$ cat config.mk
export PLATFORM = sky130hd
export DESIGN_NAME = tuner_id_power_regs
export DESIGN_NICKNAME = d
export VERILOG_FILES = /design/src/logic/tuner_regs_pkg.sv /design/src/logic/power_state_track.sv /design/src/logic/tuner_id_power_regs.sv
export SDC_FILE = /design/constraint.sdc
export NUM_CORES = 1
export LEC_CHECK = 0
export BUFFER_PORTS_ARGS = -buffer_cell sky130_fd_sc_hd__buf_2
export CAP_MARGIN = 10
export CORE_MARGIN = 10
export CORE_UTILIZATION = 48
export CTS_CLUSTER_DIAMETER = 40
export DETAILED_ROUTE_END_ITERATION = 12
export PLACE_DENSITY_LB_ADDON = 0.2
export SETUP_SLACK_MARGIN = 0.4
export SLEW_MARGIN = 15
export SYNTH_ARGS = -nofsm -noshare
export SYNTH_HDL_FRONTEND = slang
export SYNTH_SLANG_ARGS = --single-unit
$ cat constraint.sdc
create_clock -name ref_clk_i -period 1.2 [get_ports ref_clk_i]
set_input_delay 0.18 -clock ref_clk_i [delete_from_list [all_inputs] [get_ports ref_clk_i]]
set_output_delay 0.18 -clock ref_clk_i [all_outputs]
set_load 0.05 [all_outputs]
$ cat src/logic/tuner_regs_pkg.sv
// Package: offsets, field layout and reset values of the tuner id and
// power configuration register front end.
// Assumes a plain address/strobe register port on one 100 MHz clock.
package tuner_regs_pkg;

  // ----------------------------------------------------------------
  // Register offsets
  // ----------------------------------------------------------------
  localparam logic [3:0] DEVICE_IDENTIFICATION_OFS = 4'h0;
  localparam logic [3:0] CHIP_VERSION_INFO_OFS = 4'h1;
  localparam logic [3:0] POWER_CONFIGURATION_OFS = 4'h2;

  // ----------------------------------------------------------------
  // Field positions
  // ----------------------------------------------------------------
  localparam int SOFT_ATTENUATION_OFF_BIT = 15;
  localparam int HARD_SILENCE_OFF_BIT = 14;
  localparam int FORCE_MONO_BIT = 13;
  localparam int PWR_RESERVED_BIT = 12;
  localparam int POWERDOWN_REQ_BIT = 6;
  localparam int POWERUP_REQ_BIT = 0;

  // ----------------------------------------------------------------
  // Reset values
  // ----------------------------------------------------------------
  localparam logic [15:0] POWER_CONFIGURATION_RST = 16'h0000;
  localparam logic [15:0] READ_DATA_RST = 16'h0000;
  localparam logic [5:0] FIRMWARE_OFF_VALUE = 6'h00;

  // Upper power configuration bits held by this block
  typedef struct packed {
    logic soft_attenuation_off;
    logic hard_silence_off;
    logic force_mono;
  } audio_ctrl_t;

  // Chip-version word layout
  typedef struct packed {
    logic [5:0] version;
    logic [3:0] part_variant_code;
    logic [5:0] firmware;
  } chip_version_t;

endpackage : tuner_regs_pkg

$ cat src/logic/power_state_track.sv
// Powered-up state tracker: follows the powerup and powerdown request
// bits of the power configuration word.
// Assumes the request bits come from registers on the same clock.
`timescale 1ns/1ns
module power_state_track
  import tuner_regs_pkg::*;
(
  input wire logic ref_clk_i,
  input wire logic nrst_i,
  input wire logic powerup_req_i,
  input wire logic powerdown_req_i,
  output logic powered_o
);

  logic next_powered;

  always_comb begin
    next_powered = powered_o;
    if (powerup_req_i && !powerdown_req_i) begin
      next_powered = 1'b1;
    end else if (powerup_req_i && powerdown_req_i) begin
      next_powered = 1'b0;
    end
  end

  always_ff @(posedge ref_clk_i) begin
    if (!nrst_i) begin
      powered_o <= 1'b0;
    end else begin
      powered_o <= next_powered;
    end
  end

endmodule // power_state_track

$ cat src/logic/tuner_id_power_regs.sv
// Identification and power configuration registers of the tuner.
// Assumes a host master on the plain register port, same clock.
//
// The plain strobed port is this design's own decision.
`timescale 1ns/1ns
module tuner_id_power_regs
  import tuner_regs_pkg::*;
#(
  // Arbitrary identity values, not tied to any real part
  parameter logic [3:0] PART_NUMBER_FIELD = 4'h5,
  parameter logic [11:0] MAKER_CODE_FIELD = 12'hABC,
  parameter logic [5:0] CHIP_VERSION = 6'h2A,
  parameter logic [3:0] VARIANT_OFF = 4'h6,
  parameter logic [3:0] VARIANT_ON = 4'h7,
  parameter logic [5:0] FIRMWARE_ON = 6'h15
)(
  input wire logic ref_clk_i,
  input wire logic nrst_i,
  input wire logic [3:0] addr_i,
  input wire logic [15:0] wdata_i,
  input wire logic wr_i,
  input wire logic rd_i,
  output logic [15:0] rdata_o,
  output logic soft_attenuation_off_o,
  output logic hard_silence_off_o,
  output logic force_mono_o,
  output logic powered_o
);

  // ----------------------------------------------------------------
  // Power configuration word
  // ----------------------------------------------------------------
  logic [15:0] power_configuration;
  logic [15:0] next_power_configuration;
  logic [15:0] next_rdata;
  audio_ctrl_t audio;
  audio_ctrl_t next_audio;
  logic powered;
  chip_version_t chip;

  // Write strobe aimed at the power configuration word
  function automatic logic cfg_write(input logic wr, input logic [3:0] addr);
    return wr && addr == POWER_CONFIGURATION_OFS;
  endfunction

  always_comb begin
    next_power_configuration = power_configuration;
    // Only the config offset takes writes; id words drop them
    if (cfg_write(wr_i, addr_i)) begin
      next_power_configuration = wdata_i;
    end
  end

  always_ff @(posedge ref_clk_i) begin
    if (!nrst_i) begin
      power_configuration <= POWER_CONFIGURATION_RST;
    end else begin
      power_configuration <= next_power_configuration;
    end
  end

  // ----------------------------------------------------------------
  // Audio controls, registered from the next word, in step with the store
  // ----------------------------------------------------------------
  always_comb begin
    next_audio.soft_attenuation_off =
      next_power_configuration[SOFT_ATTENUATION_OFF_BIT];
    next_audio.hard_silence_off =
      next_power_configuration[HARD_SILENCE_OFF_BIT];
    next_audio.force_mono =
      next_power_configuration[FORCE_MONO_BIT];
  end

  always_ff @(posedge ref_clk_i) begin
    if (!nrst_i) begin
      audio <= '0;
    end else begin
      audio <= next_audio;
    end
  end

  assign soft_attenuation_off_o = audio.soft_attenuation_off;
  assign hard_silence_off_o = audio.hard_silence_off;
  assign force_mono_o = audio.force_mono;

  // ----------------------------------------------------------------
  // Power state
  // ----------------------------------------------------------------
  // Tracker looks at the stored word, so it lags the write by two cycles, one behind the audio controls
  power_state_track u_power (
    .ref_clk_i(ref_clk_i),
    .nrst_i(nrst_i),
    .powerup_req_i(power_configuration[POWERUP_REQ_BIT]),
    .powerdown_req_i(power_configuration[POWERDOWN_REQ_BIT]),
    .powered_o(powered)
  );

  assign powered_o = powered;

  always_comb begin
    chip.version = CHIP_VERSION;
    chip.part_variant_code = powered ? VARIANT_ON : VARIANT_OFF;
    chip.firmware = powered ? FIRMWARE_ON : FIRMWARE_OFF_VALUE;
  end

  // ----------------------------------------------------------------
  // Read port: data in the cycle after the strobe only
  // ----------------------------------------------------------------
  always_comb begin
    next_rdata = READ_DATA_RST;
    if (rd_i) begin
      unique case (addr_i)
        DEVICE_IDENTIFICATION_OFS:
          next_rdata = {PART_NUMBER_FIELD, MAKER_CODE_FIELD};
        CHIP_VERSION_INFO_OFS: next_rdata = chip;
        POWER_CONFIGURATION_OFS:
          next_rdata = power_configuration;
        default: next_rdata = READ_DATA_RST;
      endcase
    end
  end

  always_ff @(posedge ref_clk_i) begin
    if (!nrst_i) begin
      rdata_o <= READ_DATA_RST;
    end else begin
      rdata_o <= next_rdata;
    end
  end

  // ----------------------------------------------------------------
  // Checks
  // ----------------------------------------------------------------
  AST_ID_CONST: assert property (
    @(posedge ref_clk_i) disable iff (!nrst_i)
    rd_i && addr_i == DEVICE_IDENTIFICATION_OFS |=>
      rdata_o == {PART_NUMBER_FIELD, MAKER_CODE_FIELD})
    else $error("id word wrong");
  AST_FW_ZERO: assert property (
    @(posedge ref_clk_i) disable iff (!nrst_i)
    rd_i && addr_i == CHIP_VERSION_INFO_OFS && !powered |=>
      rdata_o[5:0] == FIRMWARE_OFF_VALUE)
    else $error("firmware not zero before powerup");
  AST_SOFT: assert property (
    @(posedge ref_clk_i) disable iff (!nrst_i)
    cfg_write(wr_i, addr_i) |=>
      soft_attenuation_off_o == $past(wdata_i[SOFT_ATTENUATION_OFF_BIT]))
    else $error("soft attenuation control wrong");
  AST_MUTE: assert property (
    @(posedge ref_clk_i) disable iff (!nrst_i)
    cfg_write(wr_i, addr_i) |=>
      hard_silence_off_o == $past(wdata_i[HARD_SILENCE_OFF_BIT]))
    else $error("mute control wrong");
  AST_MONO: assert property (
    @(posedge ref_clk_i) disable iff (!nrst_i)
    cfg_write(wr_i, addr_i) |=>
      force_mono_o == $past(wdata_i[FORCE_MONO_BIT]))
    else $error("mono control wrong");
  AST_POWERUP: assert property (
    @(posedge ref_clk_i) disable iff (!nrst_i)
    cfg_write(wr_i, addr_i) && wdata_i[POWERUP_REQ_BIT] &&
      !wdata_i[POWERDOWN_REQ_BIT] |=> ##1 powered_o)
    else $error("powerup not seen");
  AST_READBACK: assert property (
    @(posedge ref_clk_i) disable iff (!nrst_i)
    cfg_write(wr_i, addr_i) ##1
      rd_i && addr_i == POWER_CONFIGURATION_OFS && !wr_i
      |=> rdata_o == $past(wdata_i, 2))
    else $error("config readback wrong");
  AST_ID_NOWRITE: assert property (
    @(posedge ref_clk_i) disable iff (!nrst_i)
    wr_i && addr_i != POWER_CONFIGURATION_OFS
      |=> $stable(power_configuration))
    else $error("write to read-only word took effect");

  // ----------------------------------------------------------------
  // Read port and state checks
  // ----------------------------------------------------------------
  // Idle read data stay zero, so a stale word never poses as an answer
  AST_RDATA_IDLE: assert property (
    @(posedge ref_clk_i) disable iff (!nrst_i)
    !rd_i |=>
      rdata_o == READ_DATA_RST)
    else $error("read data not idle");
  AST_UNMAPPED: assert property (
    @(posedge ref_clk_i) disable iff (!nrst_i)
    rd_i && addr_i > POWER_CONFIGURATION_OFS |=>
      rdata_o == READ_DATA_RST)
    else $error("unmapped read not zero");
  AST_VERSION: assert property (
    @(posedge ref_clk_i) disable iff (!nrst_i)
    rd_i && addr_i == CHIP_VERSION_INFO_OFS |=>
      rdata_o[15:10] == CHIP_VERSION)
    else $error("chip version field wrong");
  AST_FW_POWERED: assert property (
    @(posedge ref_clk_i) disable iff (!nrst_i)
    rd_i && addr_i == CHIP_VERSION_INFO_OFS && powered |=>
      rdata_o[5:0] == FIRMWARE_ON)
    else $error("firmware field wrong after powerup");
  AST_RD_NOWRITE: assert property (
    @(posedge ref_clk_i) disable iff (!nrst_i)
    rd_i && !wr_i |=>
      $stable(power_configuration))
    else $error("read disturbed the config word");
  AST_AUDIO_HOLD: assert property (
    @(posedge ref_clk_i) disable iff (!nrst_i)
    !cfg_write(wr_i, addr_i) |=> $stable({soft_attenuation_off_o,
      hard_silence_off_o, force_mono_o}))
    else $error("audio controls moved without a write");
  // Tracker is idempotent, so an unchanged word must leave the state alone
  AST_POWER_HOLD: assert property (
    @(posedge ref_clk_i) disable iff (!nrst_i)
    $stable(power_configuration) |=>
      $stable(powered_o))
    else $error("powered state moved without a request");
  AST_POWERDOWN: assert property (
    @(posedge ref_clk_i) disable iff (!nrst_i)
    cfg_write(wr_i, addr_i) && wdata_i[POWERUP_REQ_BIT] &&
      wdata_i[POWERDOWN_REQ_BIT] |=> ##1 !powered_o)
    else $error("powerdown not seen");
  AST_RESET_AUDIO: assert property (
    @(posedge ref_clk_i)
    !nrst_i |=> !soft_attenuation_off_o && !hard_silence_off_o &&
      !force_mono_o)
    else $error("audio controls not at default after reset");
  AST_RESET_STATE: assert property (
    @(posedge ref_clk_i)
    !nrst_i |=> !powered_o && rdata_o == READ_DATA_RST &&
      power_configuration == POWER_CONFIGURATION_RST)
    else $error("state not cleared by reset");

endmodule // tuner_id_power_regs

==> run metrics, run 1 <==
status finished, final reports clean; first-pass GRT wire length 5150 um; Slew Limit Fails 0; initial antenna violation count 0; YS warnings 0; Worst Path Arrival 0.85 ns; Final period util 85.6%; Post-DRT Antenna Nets 0; largest net degree at the start of global routing 34; diode count 0; DP Area 0.00151 mm^2; nets@finish 210; Clock Latency Late Sink 0.34 ns; Initial Utilization 50.3%; Distinct cells, synth 20; VDD IR max 1.01 mV; Final Core Density 76.0%; crit path max fanout 2; row count 18; DR WL/cell 14.9 um; clock tree sinks 33; Crit path depth 1; setup TNS 0 ns; Buffers on Ports 43; # setup viols final 0; Net Count, Synth 156; crit path cell chain buf_8; Cells after Synth 132; leakage dissipation 0.761 nW; sequential area share after synthesis 53.5%; Num CTS Buffers 5; post-route cell area 0.00187 mm^2; DRC 0; clock transition at the registers of the reported paths 0.10 ns; hold path cells 3; io pins 44; worst slew pin tran 0.260 ns; R2R depth 4; fmax 974 MHz; DIE AREA 0.00500 mm^2; share of layout cells above drive strength 1 50.8%; RSZ-0062 raised after global routing true; GPL Wtd Cong 0.751; Critical Path RT 1.02 ns; Area Growth Syn to Fin 51.2%; Syn Area/Cell 9.35 um^2; Slowest cell on crit path dfxtp_4; routed vias/inst 4.87; register bit total from synthesis 33; via count 1057; Tot GR Track Use 12.9%; CORE AREA 0.00245 mm^2; hold path start wdata_i[15]; Worst R2R Start u_power.powered_o; CP peak stage delay 0.36 ns; Worst Path Buf+Inv 1; clock tree root driver cell clkbuf_4; Crit Path Class flop to output pin; # H-tree levels 2; startpoint types flop; max_slew headroom 82.6%; critical path startpoint u_power.powered_o; vias in the first global route 1134; Pre-Repair DR Iteration Count 4; crit end category output pin; PwrDens 1010 mW/mm^2; Post-Route WL 3230 um; max-cap viol count 0; Tmin final 1.03 ns; family with the most delay on the worst path flip-flops; Post-Syn Area 0.00123 mm^2; 1st-iter DRT viols 28; Die Y 70.7 um; Final HPWL DP 2110 um; Die Wd 70.7 um; clk_skew 0.00736 ns; final hold violations 0; TritonCTS clock tree yes; GRT overflow 0; worst hold path type input port to flop; CTS Buffer Depth 2
==> cells by family (layout without fill, tap and decap cells) <==
| group | count (synthesis) | count (layout) | synth area share [%] |
|---|---|---|---|
| compound gates | 13 | 13 | 5.48 |
| simple gates | 55 | 55 | 21.3 |
| flops | 33 | 33 | 53.5 |
| mux | 17 | 17 | 13.8 |
| buf+inv | 14 | 69 | 5.88 |
==> final timing paths <==
| check | end | slack (ns) |
|---|---|---|
| worst min-delay path | power_configuration[15] | 0.06 |
| worst max-delay path | powered_o | 0.17 |
| worst max register to register | rdata_o[0] | 0.30 |
| worst min register to register | rdata_o[9] | 0.45 |
==> state kept, by name, summed over array words and instances (netlist names) <==
register,count
u_power.powered_o,1
power_configuration,16
rdata_o,16
==> metal layers <==
layer	wire length, um	share of wire, %	track usage [%]
met4	124	3.8	8.60
met2	1620	50	21.4
met3	133	4.1	4.04
met5	0	0	0
met1	1340	42	13.7
==> cell type report <==
type	count	area (um^2)
Sequential cell	33	688
Fill cell	179	589
Multi-Input combinational cell	85	532
Timing Repair Buffer	55	532
Clock buffer	6	41.3
Tap cell	30	37.5
Inverter	6	25.0
Clock inverter	2	10.0
==> power breakdown <==
group	switching (mW)	internal [mW]	total [mW]	leakage, nW
Sequential	0.00706	1.10	1.11	0.277
Combinational	0.0964	0.0877	0.184	0.453
Clock	0.366	0.223	0.588	0.0320
Total	0.469	1.41	1.88	0.761
==> stage by stage <==
step                      setup slack, ns  hold WS, ns  instances  power [mW]
after floorplan                     0.172        0.315        132        1.23
after global routing                0.134       0.0584        217        1.98
after detailed placement           0.0383        0.433        202        1.30
after global placement             0.0738        0.427        202        1.29
final                               0.173       0.0637        217        1.88
after CTS                           0.168       0.0598        214        1.89
==> repair_timing <==
action,in CTS,in global routing
hold buffers,0,0
pin swaps,1,3
buffers inserted,4,2
gates cloned,0,1
endpoints found under the setup margin,21,42
gates resized for setup,77,7
hold endpoints to repair,0,0
==> cell usage after synthesis <==
library cell / n / area [um^2]
nor2_1: 5 / 18.8
and3_4: 1 / 11.3
a21o_1: 1 / 7.51
nand4b_1: 1 / 8.76
nand2_1: 38 / 143
dfxtp_1: 33 / 661
nor2b_4: 1 / 13.8
clkbuf_1: 5 / 18.8
buf_8: 1 / 15.0
nor3_1: 1 / 5.00
or2_2: 1 / 6.26
and4bb_2: 2 / 25.0
buf_6: 1 / 11.3
inv_1: 6 / 22.5
mux2i_1: 17 / 170
buf_2: 1 / 5.00
nand2b_1: 3 / 18.8
nand4_1: 1 / 6.26
a21oi_1: 12 / 60.1
and2_1: 1 / 6.26
==> placed cells by master, fill, tap and decap left out, types with 2 or more instances in the layout <==
cell	count
and4bb_2	2
dfxtp_1	13
a21oi_2	5
buf_2	24
clkinv_2	2
mux2i_1	17
inv_1	5
clkbuf_4	5
buf_12	2
buf_8	20
nand2b_1	2
buf_4	8
nor2_1	4
nand2_1	38
a21oi_1	7
dfxtp_2	19
Power figures use the tool's default switching activity.
==> inputs of run 2 (changes only) <==
CORE_UTILIZATION = 32   (was 48)
==> run metrics, run 2 (synthesis gave the netlist of run 1 again) <==
status finished, final reports clean; sw power 481 uW (+2.5%); CP peak stage delay 0.35 ns (about the same); worst slew pin tran 0.292 ns (+0.0323 ns); Worst Path Arrival 0.77 ns (-0.08 ns); Post-Route WL 3230 um (+0.25%); nets@finish 214 (+1.9%); max_slew headroom 80.4% (-2.2 points); RSZ-0062 raised after global routing true; part of the power in registers 51.7% (-7.3 points); max-cap viol count 0 (unchanged); vias in the first global route 1120 (-1.2%); routed vias/inst 4.49 (-7.8%); Slowest cell on crit path dfxtp_2; worst hold path type input port to flop; Tmin final 0.954 ns (-0.0728 ns); Slew Limit Fails 0 (unchanged); crit end category output pin; Num CTS Buffers 5 (unchanged); Worst Path Buf+Inv 1 (unchanged); crit path max fanout 2 (unchanged); R2R Setup Slk 0.30 ns (about the same); fmax 1050 MHz (+7.6%); DP Area 0.00153 mm^2 (+1.7%); GRT overflow 0 (unchanged); VDD IR max 0.552 mV (-45%); GPL Wtd Cong 0.749 (-0.16%); hold path start addr_i[1]; CORE AREA 0.00369 mm^2 (+50%); hold path cells 2 (-1); via count 1073 (+1.5%); Critical Path RT 1.02 ns (about the same); # setup viols final 0 (unchanged); initial antenna violation count 0 (unchanged); Tot GR Track Use 10.3% (-2.6 points); clk_skew 0.00449 ns (-0.00287 ns); clock transition at the registers of the reported paths 0.06 ns (-0.04 ns); largest net degree at the start of global routing 15 (-56%); PwrDens 1080 mW/mm^2 (+7.3%); TritonCTS clock tree yes; 1st-iter DRT viols 21 (-25%); R2R depth 4 (unchanged); row count 22 (+4); commonest cells after routing, fill and taps aside nand2_1 (38), buf_2 (20), buf_8 (20), dfxtp_2 (19), mux2i_1 (17); leakage dissipation 0.802 nW (+5.3%); Die Wd 82.1 um (+16%); DIE AREA 0.00674 mm^2 (+35%); CTS Buffer Depth 2 (unchanged); io pins 44 (unchanged); hold worst-path end rdata_o[14]; Filler cells 328 (+83%); Post-DRT Antenna Nets 0 (unchanged); clock tree sinks 33 (unchanged); placed insts 222 (+9.9%); DR WL/cell 13.5 um (-9.0%); share of layout cells above drive strength 1 51.8% (+1.0 points); startpoint types flop; Pint 1.67 mW (+18%); Crit Path Class flop to output pin; first-pass GRT wire length 5260 um (+2.1%); family with the most delay on the worst path flip-flops; clock share of power 39.1% (+7.9 points); non-filler cells, final 239 (+10%); Logic pwr share 9.2% (-0.6 points); Clock Latency Late Sink 0.28 ns (-0.06 ns); Die Y 82.1 um (+16%); Buffers on Ports 43 (unchanged); Initial Utilization 33.4% (-17 points); reg2reg end rdata_o[6]; Worst R2R Start u_power.powered_o; Final HPWL DP 2340 um (+11%); most common cell after layout, fill and taps aside nand2_1; diode count 0 (unchanged); Sw Ratio 22.4% (-2.6 points); post-route cell area 0.00199 mm^2 (+6.5%); setup TNS 0 ns (unchanged); final hold violations 0 (unchanged); Final period util 79.5% (-6.1 points); Pre-Repair DR Iteration Count 4 (unchanged); Area Growth Syn to Fin 61.1%; # H-tree levels 2 (unchanged); clock tree root driver cell clkbuf_8; DRC 0 (unchanged); Final Total Pwr 2.15 mW (+14%); crit path cell chain buf_8; Largest regs power_configuration x16, rdata_o x16, u_power.powered_o x1
[run 2: routing by layer]
layer | wire length [um] | GRT usage (%) | vias to the layer above | share of wire (%)
li1 | - | - | 543 | -
met1 | 1370 | 11.1 | 492 | 42
met2 | 1530 | 16.9 | 32 | 47
met3 | 283 | 5.40 | 6 | 8.8
met4 | 52 | 4.08 | 0 | 1.6
met5 | 0 | 0 | - | 0
[run 2: worst reg2reg max path: stages (launching register included)]
cell and delay, ns:
dfxtp_4 0.35, buf_4 0.11, inv_4 0.03, or2_4 0.23, a21oi_2 0.11
[run 2: power by group through the flow]
stage	sequential, mW	combinational [mW]	clock (mW)
global placement	1.13	0.163	0
finish	1.11	0.199	0.841
floorplan	1.15	0.0782	0
global route	1.11	0.216	0.926
CTS	1.11	0.189	0.869
detailed placement	1.13	0.165	0
[run 2: how the worst max path moves through the flow]
stage | to | from | depth (start not counted)
after floorplan | power_configuration[10] | addr_i[1] | 5
after global placement | power_configuration[0] | addr_i[3] | 4
after detailed placement | power_configuration[12] | addr_i[1] | 4
after CTS | powered_o | u_power.powered_o | 1
after global routing | powered_o | u_power.powered_o | 1
final | hard_silence_off_o | power_configuration[14] | 1
[run 2: per-stage QoR]
step | hold WS (ns) | util, % | setup slack, ns
after floorplan | 0.315 | - | 0.172
after global placement | 0.429 | 41.5 | 0.0484
final | 0.103 | 53.9 | 0.246
after detailed placement | 0.427 | 41.5 | 0.00167
after global routing | 0.101 | 53.9 | 0.218
after CTS | 0.126 | 52.6 | 0.232
[run 2: repair_timing]
| item | CTS | global route |
|---|---|---|
| setup buffers | 7 | 2 |
| pin swaps | 1 | 6 |
| gates resized for setup | 83 | 10 |
| hold buffers | 0 | 0 |
| setup endpoints to repair | 45 | 39 |
[run 2: cell type report]
type | instances | area, um^2 | share of cell area (%)
Clock buffer | 8 | 90.1 | 4.53
Inverter | 6 | 25.0 | 1.26
Multi-Input combinational cell | 85 | 541 | 27.2
Sequential cell | 33 | 688 | 34.6
Tap cell | 48 | 60.1 | 3.02
Timing Repair Buffer | 59 | 583 | 29.3
==> inputs of run 3 (changes only) <==
clock period = 0.9 ns   (was 1.2 ns; I/O delays follow)
==> run metrics, run 3 (synthesis gave the netlist of run 1 again) <==
startpoint types flop; DIE AREA 0.00674 mm^2 (unchanged); Crit path depth 1 (unchanged); crit path cell chain buf_8; worst slew pin tran 0.287 ns (-0.00480 ns); hold_buf cts 0 (unchanged); min setup slack post-route -0.0206 ns (-0.267 ns); # H-tree levels 2 (unchanged); Slowest cell on crit path dfxtp_2; DR WL/cell 13.5 um (-0.32%); Num CTS Buffers 5 (unchanged); M1 GR Usage 10.3% (-0.80 points); Clock Latency Late Sink 0.28 ns (about the same); Post-DRT Antenna Nets 0 (unchanged); Final period util 102%; via count 1080 (+0.65%); PwrDens 1280 mW/mm^2 (+19%); R2R depth 4 (unchanged); largest net degree at the start of global routing 22 (+7); CTS Buffer Depth 2 (unchanged); GRT overflow 0 (unchanged); Critical Path RT 0.76 ns (-0.26 ns); Worst Path Buf+Inv 1 (unchanged); io pins 44 (unchanged); row count 22 (unchanged); M2 GR Usage 19.2% (+2.3 points); initial antenna violation count 0 (unchanged); Pre-Repair DR Iteration Count 4 (unchanged); 1st-iter DRT viols 28 (+33%); CP peak stage delay 0.36 ns (about the same); Initial Utilization 33.4% (unchanged); Tot GR Track Use 10.7% (+0.36 points); Crit Path Class flop to output pin; hold_ws 0.0886 ns (-0.0141 ns); Final HPWL DP 2400 um (+2.5%); clk_skew 0.00584 ns (+0.00135 ns); TritonCTS clock tree yes; fmax 1090 MHz; final hold violations 0 (unchanged); clock transition at the registers of the reported paths 0.06 ns (about the same); setup TNS -0.100 ns (-0.100 ns); GPL Wtd Cong 0.759 (+1.3%); first-pass GRT wire length 5490 um (+4.5%); routed vias/inst 4.35 (-3.0%); met3 track demand over resource 5.29% (-0.11 points); Worst Path Arrival 0.79 ns (+0.02 ns); DRC 0 (unchanged); vias in the first global route 1158 (+3.4%); clock tree root driver cell clkbuf_8; Final Total Pwr 2.81 mW (+31%); max_slew headroom 80.8% (+0.37 points); max-cap viol count 0 (unchanged); grt peak-use layer met2; Die Y 82.1 um (unchanged); # setup viols final 14 (+14); leakage dissipation 0.874 nW (+9.0%); most common cell after layout, fill and taps aside nand2_1; nets@finish 223 (+4.2%); Slew Limit Fails 0 (unchanged); crit path max fanout 3 (+1); Tmin final 0.921 ns; family with the most delay on the worst path flip-flops; CORE AREA 0.00369 mm^2 (unchanged); hold path cells 3 (+1); diode count 0 (unchanged); Largest regs power_configuration x16, rdata_o x16, u_power.powered_o x1; Die Wd 82.1 um (unchanged); failing checks setup timing; dpl ws -0.150 ns (-0.152 ns); clock tree sinks 33 (unchanged); worst hold path type input port to flop; RSZ-0062 raised after global routing true; status finished with violations; VDD IR max 1.21 mV (+120%); commonest cells after routing, fill and taps aside nand2_1 (36), buf_8 (24), buf_2 (19), dfxtp_4 (19), mux2i_1 (17); Buffers on Ports 43 (unchanged); Final Core Density 59.3% (+5.5 points); crit end category output pin; share of layout cells above drive strength 1 59.0% (+7.2 points); Area Growth Syn to Fin 77.4%; Post-Route WL 3340 um (+3.4%)
==> run 3: cell types whose count changed in the layout (fill, tap and decap cells not counted), sizes merged <==
cell and change:
clkinv +2, clkbuf -3, buf +9, clkinvlp +1
==> run 3: routing by layer <==
layer,vias to the layer above,part of all wire [%]
li1,558,-
met1,484,38
met2,32,51
met3,6,8.8
met4,0,1.5
met5,-,0
==> run 3: path summary, 6_finish.rpt <==
kind,from,end,slack (ns)
worst min register to register,power_configuration[5],rdata_o[5],0.44
worst min-delay path,wdata_i[14],power_configuration[14],0.09
worst max register to register,u_power.powered_o,rdata_o[6],0.01
worst max-delay path,power_configuration[15],soft_attenuation_off_o,-0.02
==> run 3: where the power goes <==
group | leakage [nW] | switching (mW) | total [mW] | internal [mW]
sequential | 0.283 | 0.00961 | 1.43 | 1.42
combinational | 0.548 | 0.144 | 0.310 | 0.166
clock | 0.0439 | 0.535 | 1.07 | 0.533
total | 0.874 | 0.689 | 2.81 | 2.12
==> run 3: repair_timing <==
action / in CTS / in global routing
pin swaps: 4 / 3
endpoints found under the setup margin: 53 / 53
setup buffers: 7 / 2
gates cloned: 2 / 0
hold endpoints to repair: 0 / 0
resized for setup: 91 / 8
==> run 3: per-stage QoR <==
| step | area [um^2] | instances |
|---|---|---|
| floorplan | 1350 | 132 |
| global placement | 1670 | 229 |
| detailed placement | 1670 | 229 |
| CTS | 2140 | 246 |
| global route | 2190 | 248 |
| finish | 2190 | 248 |
==> run 3: cell type report <==
type,instances,area [um^2]
Multi-Input combinational cell,85,566
Timing Repair Buffer,68,717
Inverter,6,25.0
Clock inverter,3,17.5
Fill cell,325,1500
Tap cell,48,60.1
Clock buffer,5,68.8
Sequential cell,33,734
